### src/rtl/bagen_pkg.sv
// package of constants and types for the burst address generator
// Functional notes
// - master gives only the first address; this block computes later beat addresses.
// - length field plus one is the beat count, 1 to 16.
// - every burst carries exactly its encoded beat count; no early end.
// - size field gives bytes per beat as two to the field value.
// - narrow incr/wrap beats move across lanes; fixed beats reuse lanes.
// - type field: 00 fixed, 01 incr, 10 wrap, 11 reserved.
// - fixed burst keeps the same address on every beat.
// - incr burst adds beat size to the previous address rounded down to beat size.
// - wrap burst increments then folds back at size times count boundary.
// - beat one uses start address; later beats use aligned address plus size steps.
// - wrap low address is start rounded down to span; reaching top folds to it.
// - first beat lanes: low is start mod bus bytes, high from aligned address.
// - later incr/wrap beats: low is address mod bus bytes, high is low plus size minus one.
// - this block marks the last beat of every burst.
package bagen_pkg;
	localparam int        ADDR_W      = 32;
	localparam int        LEN_W       = 4;
	localparam int        SIZE_W      = 3;
	localparam int        BURST_W     = 2;
	localparam int        CNT_W       = 5;
	localparam int        BOUND_4K_W  = 12;
	localparam logic [LEN_W-1:0] LEN_ZERO = 4'h0;
	localparam logic [CNT_W-1:0] CNT_ZERO = 5'h00;
	localparam logic [CNT_W-1:0] CNT_ONE  = 5'h01;
	typedef enum logic [BURST_W-1:0] {
		BAGEN_FIXED = 2'b00,
		BAGEN_INCR  = 2'b01,
		BAGEN_WRAP  = 2'b10,
		BAGEN_RSVD  = 2'b11
	} bagen_burst_t;
	typedef enum logic [0:0] {
		BAGEN_IDLE = 1'b0,
		BAGEN_BUSY = 1'b1
	} bagen_state_t;
endpackage : bagen_pkg

### src/rtl/bagen_lane.sv
// byte-lane strobe decoder for one beat
`timescale 1ns/1ps
module bagen_lane #(
	parameter int BUS_BYTES = 4,
	parameter int LANE_W    = 2
) (
	input  wire logic [LANE_W-1:0]    lane_lo_i,
	input  wire logic [LANE_W-1:0]    lane_hi_i,
	output logic      [BUS_BYTES-1:0] strb_o
);
	genvar g;
	generate
		for (g = 0; g < BUS_BYTES; g++) begin : g_lane
			// data sits in bits 8*lo up to 8*hi+7
			assign strb_o[g] = (LANE_W'(g) >= lane_lo_i) && (LANE_W'(g) <= lane_hi_i);
		end
	endgenerate
endmodule : bagen_lane

### src/rtl/bagen_top.sv
// burst address generator: per-beat address, lanes and last flag
`timescale 1ns/1ps
module bagen_top #(
	parameter int BUS_BYTES = 4,
	parameter int LANE_W    = 2
) (
	input  wire logic                           clk_i,
	input  wire logic                           rst_b_i,
	input  wire logic                           start_i,
	input  wire logic [bagen_pkg::ADDR_W-1:0]  addr_i,
	input  wire logic [bagen_pkg::LEN_W-1:0]   len_i,
	input  wire logic [bagen_pkg::SIZE_W-1:0]  size_i,
	input  wire logic [bagen_pkg::BURST_W-1:0] burst_i,
	input  wire logic                           beat_valid_i,
	input  wire logic                           beat_ready_i,
	output logic                                busy_o,
	output logic      [bagen_pkg::ADDR_W-1:0]  beat_addr_o,
	output logic      [BUS_BYTES-1:0]           beat_strb_o,
	output logic                                beat_last_o,
	output logic                                burst_err_o
);
	import bagen_pkg::*;

	bagen_state_t             state;
	bagen_state_t             next_state;
	logic [ADDR_W-1:0]        addr;
	logic [ADDR_W-1:0]        next_addr;
	logic [ADDR_W-1:0]        wrap_lo;
	logic [ADDR_W-1:0]        next_wrap_lo;
	logic [ADDR_W-1:0]        wrap_mask;
	logic [ADDR_W-1:0]        next_wrap_mask;
	logic [SIZE_W-1:0]        size;
	logic [SIZE_W-1:0]        next_size;
	bagen_burst_t             btype;
	bagen_burst_t             next_btype;
	logic [CNT_W-1:0]         left;
	logic [CNT_W-1:0]         next_left;
	logic                     first;
	logic                     next_first;
	logic [BUS_BYTES-1:0]     next_strb;
	logic                     next_err;
	logic [BUS_BYTES-1:0]     strb_w;
	logic [LANE_W-1:0]        lane_lo;
	logic [LANE_W-1:0]        lane_hi;
	logic [ADDR_W-1:0]        step;
	logic [ADDR_W-1:0]        aligned;
	logic [ADDR_W-1:0]        incr_addr;

	// mask of address bits below 2**size
	function automatic logic [ADDR_W-1:0] low_mask(input logic [SIZE_W-1:0] s);
		low_mask = (ADDR_W'(1) << s) - ADDR_W'(1);
	endfunction : low_mask

	// lanes from the held beat state; first beat uses the unaligned start
	always_comb begin
		step      = low_mask(size) + ADDR_W'(1);
		aligned   = addr & ~low_mask(size);
		incr_addr = aligned + step;
		lane_lo   = addr[LANE_W-1:0];
		lane_hi   = LANE_W'(aligned[LANE_W-1:0] + step[LANE_W-1:0] - LANE_W'(1));
		if (size >= SIZE_W'($clog2(BUS_BYTES))) begin
			lane_hi = {LANE_W{1'b1}};
		end
	end

	bagen_lane #(
		.BUS_BYTES (BUS_BYTES),
		.LANE_W    (LANE_W)
	) u_lane (
		.lane_lo_i (lane_lo),
		.lane_hi_i (lane_hi),
		.strb_o    (strb_w)
	);

	always_comb begin
		next_state     = state;
		next_addr      = addr;
		next_wrap_lo   = wrap_lo;
		next_wrap_mask = wrap_mask;
		next_size      = size;
		next_btype     = btype;
		next_left      = left;
		next_first     = first;
		next_err       = burst_err_o;
		next_strb      = strb_w;
		case (state)
			BAGEN_IDLE: begin
				if (start_i) begin
					// master supplies only the first address
					next_addr      = addr_i;
					next_size      = size_i;
					next_btype     = bagen_burst_t'(burst_i);
					next_left      = CNT_W'(len_i) + CNT_ONE;
					next_first     = 1'b1;
					// span mask = size*count - 1; count is a power of two for wrap
					next_wrap_mask = ((ADDR_W'(CNT_W'(len_i) + CNT_ONE)) << size_i) - ADDR_W'(1);
					next_wrap_lo   = addr_i & ~next_wrap_mask;
					next_err       = (burst_i == BAGEN_RSVD) ||
						(burst_i == BAGEN_WRAP && len_i != 4'h1 && len_i != 4'h3 &&
						 len_i != 4'h7 && len_i != 4'hF) ||
						(burst_i == BAGEN_WRAP && (addr_i & low_mask(size_i)) != '0) ||
						(size_i > SIZE_W'($clog2(BUS_BYTES))) ||
						(((addr_i & ADDR_W'(12'hFFF)) + ((ADDR_W'(CNT_W'(len_i) + CNT_ONE)) << size_i)
						  - ADDR_W'(addr_i[0 +: 0+1] & 1'b0)) > ADDR_W'(13'h1000));
					next_state     = BAGEN_BUSY;
				end
			end
			BAGEN_BUSY: begin
				if (beat_valid_i && beat_ready_i) begin
					next_left  = left - CNT_ONE;
					next_first = 1'b0;
					case (btype)
						BAGEN_FIXED: next_addr = addr;
						BAGEN_WRAP: begin
							// fold back when the next beat hits the top of the span
							if ((incr_addr & wrap_mask) == '0) begin
								next_addr = wrap_lo;
							end else begin
								next_addr = incr_addr;
							end
						end
						default: next_addr = incr_addr;
					endcase
					if (left == CNT_ONE) begin
						next_state = BAGEN_IDLE;
					end
				end
			end
			default: next_state = BAGEN_IDLE;
		endcase
	end

	// reset clears beat state and the error flag; other outputs are registered copies
	always_ff @(posedge clk_i or negedge rst_b_i) begin
		if (!rst_b_i) begin
			state       <= BAGEN_IDLE;
			addr        <= '0;
			wrap_lo     <= '0;
			wrap_mask   <= '0;
			size        <= '0;
			btype       <= BAGEN_FIXED;
			left        <= CNT_ZERO;
			first       <= 1'b0;
			burst_err_o <= 1'b0;
		end else begin
			state       <= next_state;
			addr        <= next_addr;
			wrap_lo     <= next_wrap_lo;
			wrap_mask   <= next_wrap_mask;
			size        <= next_size;
			btype       <= next_btype;
			left        <= next_left;
			first       <= next_first;
			burst_err_o <= next_err;
		end
	end

	// output registers track the next beat state so they line up with it
	always_ff @(posedge clk_i or negedge rst_b_i) begin
		if (!rst_b_i) begin
			busy_o      <= 1'b0;
			beat_addr_o <= '0;
			beat_strb_o <= '0;
			beat_last_o <= 1'b0;
		end else begin
			busy_o      <= (next_state == BAGEN_BUSY);
			beat_addr_o <= next_addr;
			beat_strb_o <= lane_strb(next_addr, next_size);
			beat_last_o <= (next_state == BAGEN_BUSY) && (next_left == CNT_ONE);
		end
	end

	// strobe for a given beat address, same lane equations as the decoder
	function automatic logic [BUS_BYTES-1:0] lane_strb(input logic [ADDR_W-1:0] a,
		input logic [SIZE_W-1:0] s);
		logic [LANE_W:0]   lo;
		logic [LANE_W:0]   hi;
		logic [ADDR_W-1:0] m;
		m  = low_mask(s);
		lo = {1'b0, a[LANE_W-1:0]};
		hi = {1'b0, (a[LANE_W-1:0] & ~m[LANE_W-1:0])} + (LANE_W+1)'(m);
		lane_strb = '0;
		for (int i = 0; i < BUS_BYTES; i++) begin
			lane_strb[i] = ((LANE_W+1)'(i) >= lo) && ((LANE_W+1)'(i) <= hi);
		end
	endfunction : lane_strb
endmodule : bagen_top

### config.mk
export PLATFORM = sky130hd
export DESIGN_NAME = bagen_top
export DESIGN_NICKNAME = d
export VERILOG_FILES = /design/src/rtl/bagen_pkg.sv /design/src/rtl/bagen_lane.sv /design/src/rtl/bagen_top.sv
export SDC_FILE = /design/constraint.sdc
export NUM_CORES = 1
export LEC_CHECK = 0
export ABC_AREA = 1
export CORE_MARGIN = 4
export CORE_UTILIZATION = 30
export DETAILED_ROUTE_END_ITERATION = 6
export DONT_BUFFER_PORTS = 1
export PLACE_DENSITY = 0.57
export SLEW_MARGIN = 20
export SYNTH_ARGS = -nofsm -noshare
export SYNTH_HDL_FRONTEND = slang
export SYNTH_SLANG_ARGS = --single-unit
### constraint.sdc
create_clock -name clk_i -period 3.9 [get_ports clk_i]
set_input_delay 0.78 -clock clk_i [delete_from_list [all_inputs] [get_ports clk_i]]
set_output_delay 0.78 -clock clk_i [all_outputs]
set_load 0.005 [all_outputs]
==> results by group <==
Outcome
  – Status: finished, final reports clean

Pwr
  – Cell Pwr Density: 783.4 mW/mm^2
  – P_leak: 4.574 nW
  – Design Power: 7.344 mW
  – Worst vdd ir: 0.5624 mV

Floorplan
  – Starting Density: 0.3083
  – Io pins: 85
  – Core ar.: 0.02460 sq mm
  – Die width: 167.0 um
  – Die Footprint: 0.02789 sq mm
  – # rows: 57
  – DIE HEIGHT: 167.0 um

Global routing
  – GR Util met3: 0.03721
  – Met1 usage: 0.2419
  – Grt total ovfl: 0
  – Global route hottest layer: met2
  – Initial antenna violation count: 0
  – Largest net degree at the start of global routing: 105
  – Number of global-route vias before repair: 7344
  – Global-route wire length before repair: 40.08 mm
  – M2 GR Usage: 0.2851
  – Total Routing Usage GR: 0.1790

Worst setup path
  – Critical path class: flop to flop
  – CP Max Fanout: 5
  – Worst Setup Start Kind: flop
  – CP max stage cell: dfrtp_2
  – Buf/Inv on CP: 4
  – Kind of cell adding the most delay to the critical path: simple AND/OR/NAND/NOR gates
  – CP max stage delay: 450 ps
  – Most frequent CP cell: nand2_1
  – Critical Path RT: 4170 ps
  – WP data arrival: 3950 ps
  – Crit. End Element: flop
  – Reg2reg setup slack: 220 ps

Synth
  – Post-synthesis async set-or-reset flop share: 1.000
  – Post-synthesis net count: 1198
  – EDFF count, synth: 0
  – Syn Inst Count: 1126
  – Post-synth top area share: 0.3431
  – Syn avg cell area: 6.736 sq um
  – Register bit total from synthesis: 104
  – Netlist cell types: 45
  – Post-synthesis sequential area ratio: 0.3431
  – Yosys top cell by area: dfrtp_1
  – Top cells by area, synth: dfrtp_1 34%, nand2_1 17%, nand3_1 8.1%, inv_1 6.4%, o21ai_0 6.3%
  – Ys Warns: 0
  – Mapped Area: 0.007585 sq mm
  – Top FF cell, synth: dfrtp_1

Place
  – Cells after DPL: 1508
  – DP Worst Slack: -63.28 ps
  – Placer Congestion: 0.9762
  – IO Port Bufs: 0
  – Area after DPL: 0.008542 sq mm
  – Dpl hpwl: 19.49 mm

Routing
  – Vias: 7612
  – # DRC: 0
  – Total routed wirelength: 25.14 mm
  – TritonRoute pass-1 iters: 7
  – Routed vias/inst: 4.959
  – WL/cell: 16.38 um
  – ANT nets after route: 0
  – DRC marker count from the first detailed-route iteration: 549

Clocking
  – CTS Root Cell: clkbuf_16
  – Clock Path Buffers: 2
  – Total CTS buffers: 9
  – Hold_buf cts: 0
  – CTS tree: built
  – CTS H-tree depth: 3
  – Clock latency on the worst-skew pair: 370 ps
  – Sink Count: 104
  – Clock-pin slew on the worst setup and hold paths: 80 ps

Timing
  – Max Slew Vio Count: 0
  – Setup ws final: 216.3 ps
  – Fmax: 0.2715 GHz
  – Least-Margin Pin Slew: 789.7 ps
  – Relative slew margins: 0.4730
  – Final-report hold violation count: 0
  – Period utilization: 0.9445
  – # setup viols final: 0
  – Post-route minimum period: 3684 ps
  – Max Clock Skew: 11.10 ps

Final layout
  – Leading cell type in the layout, fill and taps excluded: nand2_1
  – Area Overhead vs Synth: 23.59%
  – Fillers: 2609
  – Layout cells sized above 1: 0.1974
  – Net count, final: 1278
  – Final non-filler cell area: 0.009374 sq mm
  – N_diodes: 0
  – Fin util: 0.3810
  – Post-Layout Cell Count: 1535
  – Most frequent cells in the layout: 320 x nand2_1, 125 x inv_1, 112 x nand3_1

Flow run
  – Number of max-cap violations: 0

Min path
  – HP Class: primary input to async pin
## sequential cells by signal, summed over array words and instances, names as in the netlist
signal       cells
beat_addr_o     32
wrap_lo         32
wrap_mask       23
left             5
beat_strb_o      4
size             3
btype            2
beat_last_o      1
burst_err_o      1
busy_o           1
## repair_timing
action | in CTS | in global routing
pin swaps | 3 | 40
setup endpoints to repair | 3 | 36
setup buffers | 1 | 10
resized for setup | 9 | 101
## kinds of logic after synthesis
group,count (synthesis),synth area share
flip-flops,104,0.3431
adder cells (fa/ha/maj),26,0.04388
XOR/XNOR,30,0.03464
AO/OA/AOI/OAI,162,0.1186
AND/OR/NAND/NOR,633,0.3712
other,1,0.0004944
buffers and inverters,170,0.08809
## power by group
| part | internal [mW] | total [mW] | switching, mW |
|---|---|---|---|
| Sequential | 1.53 | 1.99 | 0.463 |
| Combinational | 1.67 | 4.32 | 2.65 |
| Clock | 0.577 | 1.03 | 0.456 |
## per-layer routing
metal	vias up	part of all wire
li1	3810	-
met1	3579	0.46
met2	192	0.46
met3	31	0.056
met4	0	0.029
met5	-	0
## final cells by class
| class | instances | area, sq um | share of cell area |
|---|---|---|---|
| clock buffers | 9 | 225.2 | 0.02403 |
| clock inverters | 7 | 106.4 | 0.01135 |
| inverters | 140 | 529.3 | 0.05646 |
| multi-input cells | 852 | 4698 | 0.5012 |
| flip-flops and latches | 104 | 2605 | 0.2779 |
| well taps | 324 | 405.4 | 0.04325 |
| repair buffers | 99 | 804.5 | 0.08582 |
## cell usage after synthesis, drive strengths merged, types with 2 or more instances
library cell  number
o21bai             3
clkinv             4
clkbuf            20
nor2             105
a221oi             3
buf               10
dfrtp            104
xor2              21
o21ai            106
o221ai             3
xnor2              9
a21o               3
nand4             12
inv              136
o22ai             16
nand2            363
o31ai              3
nor4               2
nor3              12
nand3b            10
nand3            128
ha                25
a21oi             22
## worst paths after layout
kind,endpoint,cells after the start,start
min reg2reg,wrap_mask[7]$_DFFE_PN0P_,2,wrap_mask[7]$_DFFE_PN0P_
min in group clk_i,wrap_mask[7]$_DFFE_PN0P_,2,wrap_mask[7]$_DFFE_PN0P_
max reg2reg,beat_strb_o[1]$_DFF_PN0_,30,size[0]$_DFF_PN0_
max,beat_strb_o[1]$_DFF_PN0_,30,size[0]$_DFF_PN0_
max in group asynchronous,size[0]$_DFF_PN0_,0,rst_b_i
min,wrap_lo[18]$_DFFE_PN0P_,0,rst_b_i
## worst register-to-register path, delay by kind of cell (launching register included)
| family | cells | cell delay [ps] |
|---|---|---|
| DFF | 1 | 450 |
| and+or+nand+nor | 24 | 2310 |
| buffers and inverters | 4 | 410 |
| adders and majority gates | 2 | 410 |
## per-stage QoR
stage,hold WS (ps),setup TNS (ps)
after global placement,460.6,0
final,108.5,0
after floorplan,443.9,0
after global routing,84.02,-31.07
after detailed placement,465.6,-132.9
after CTS,87.96,0
Note: power is estimated with default switching activity, not from simulation.
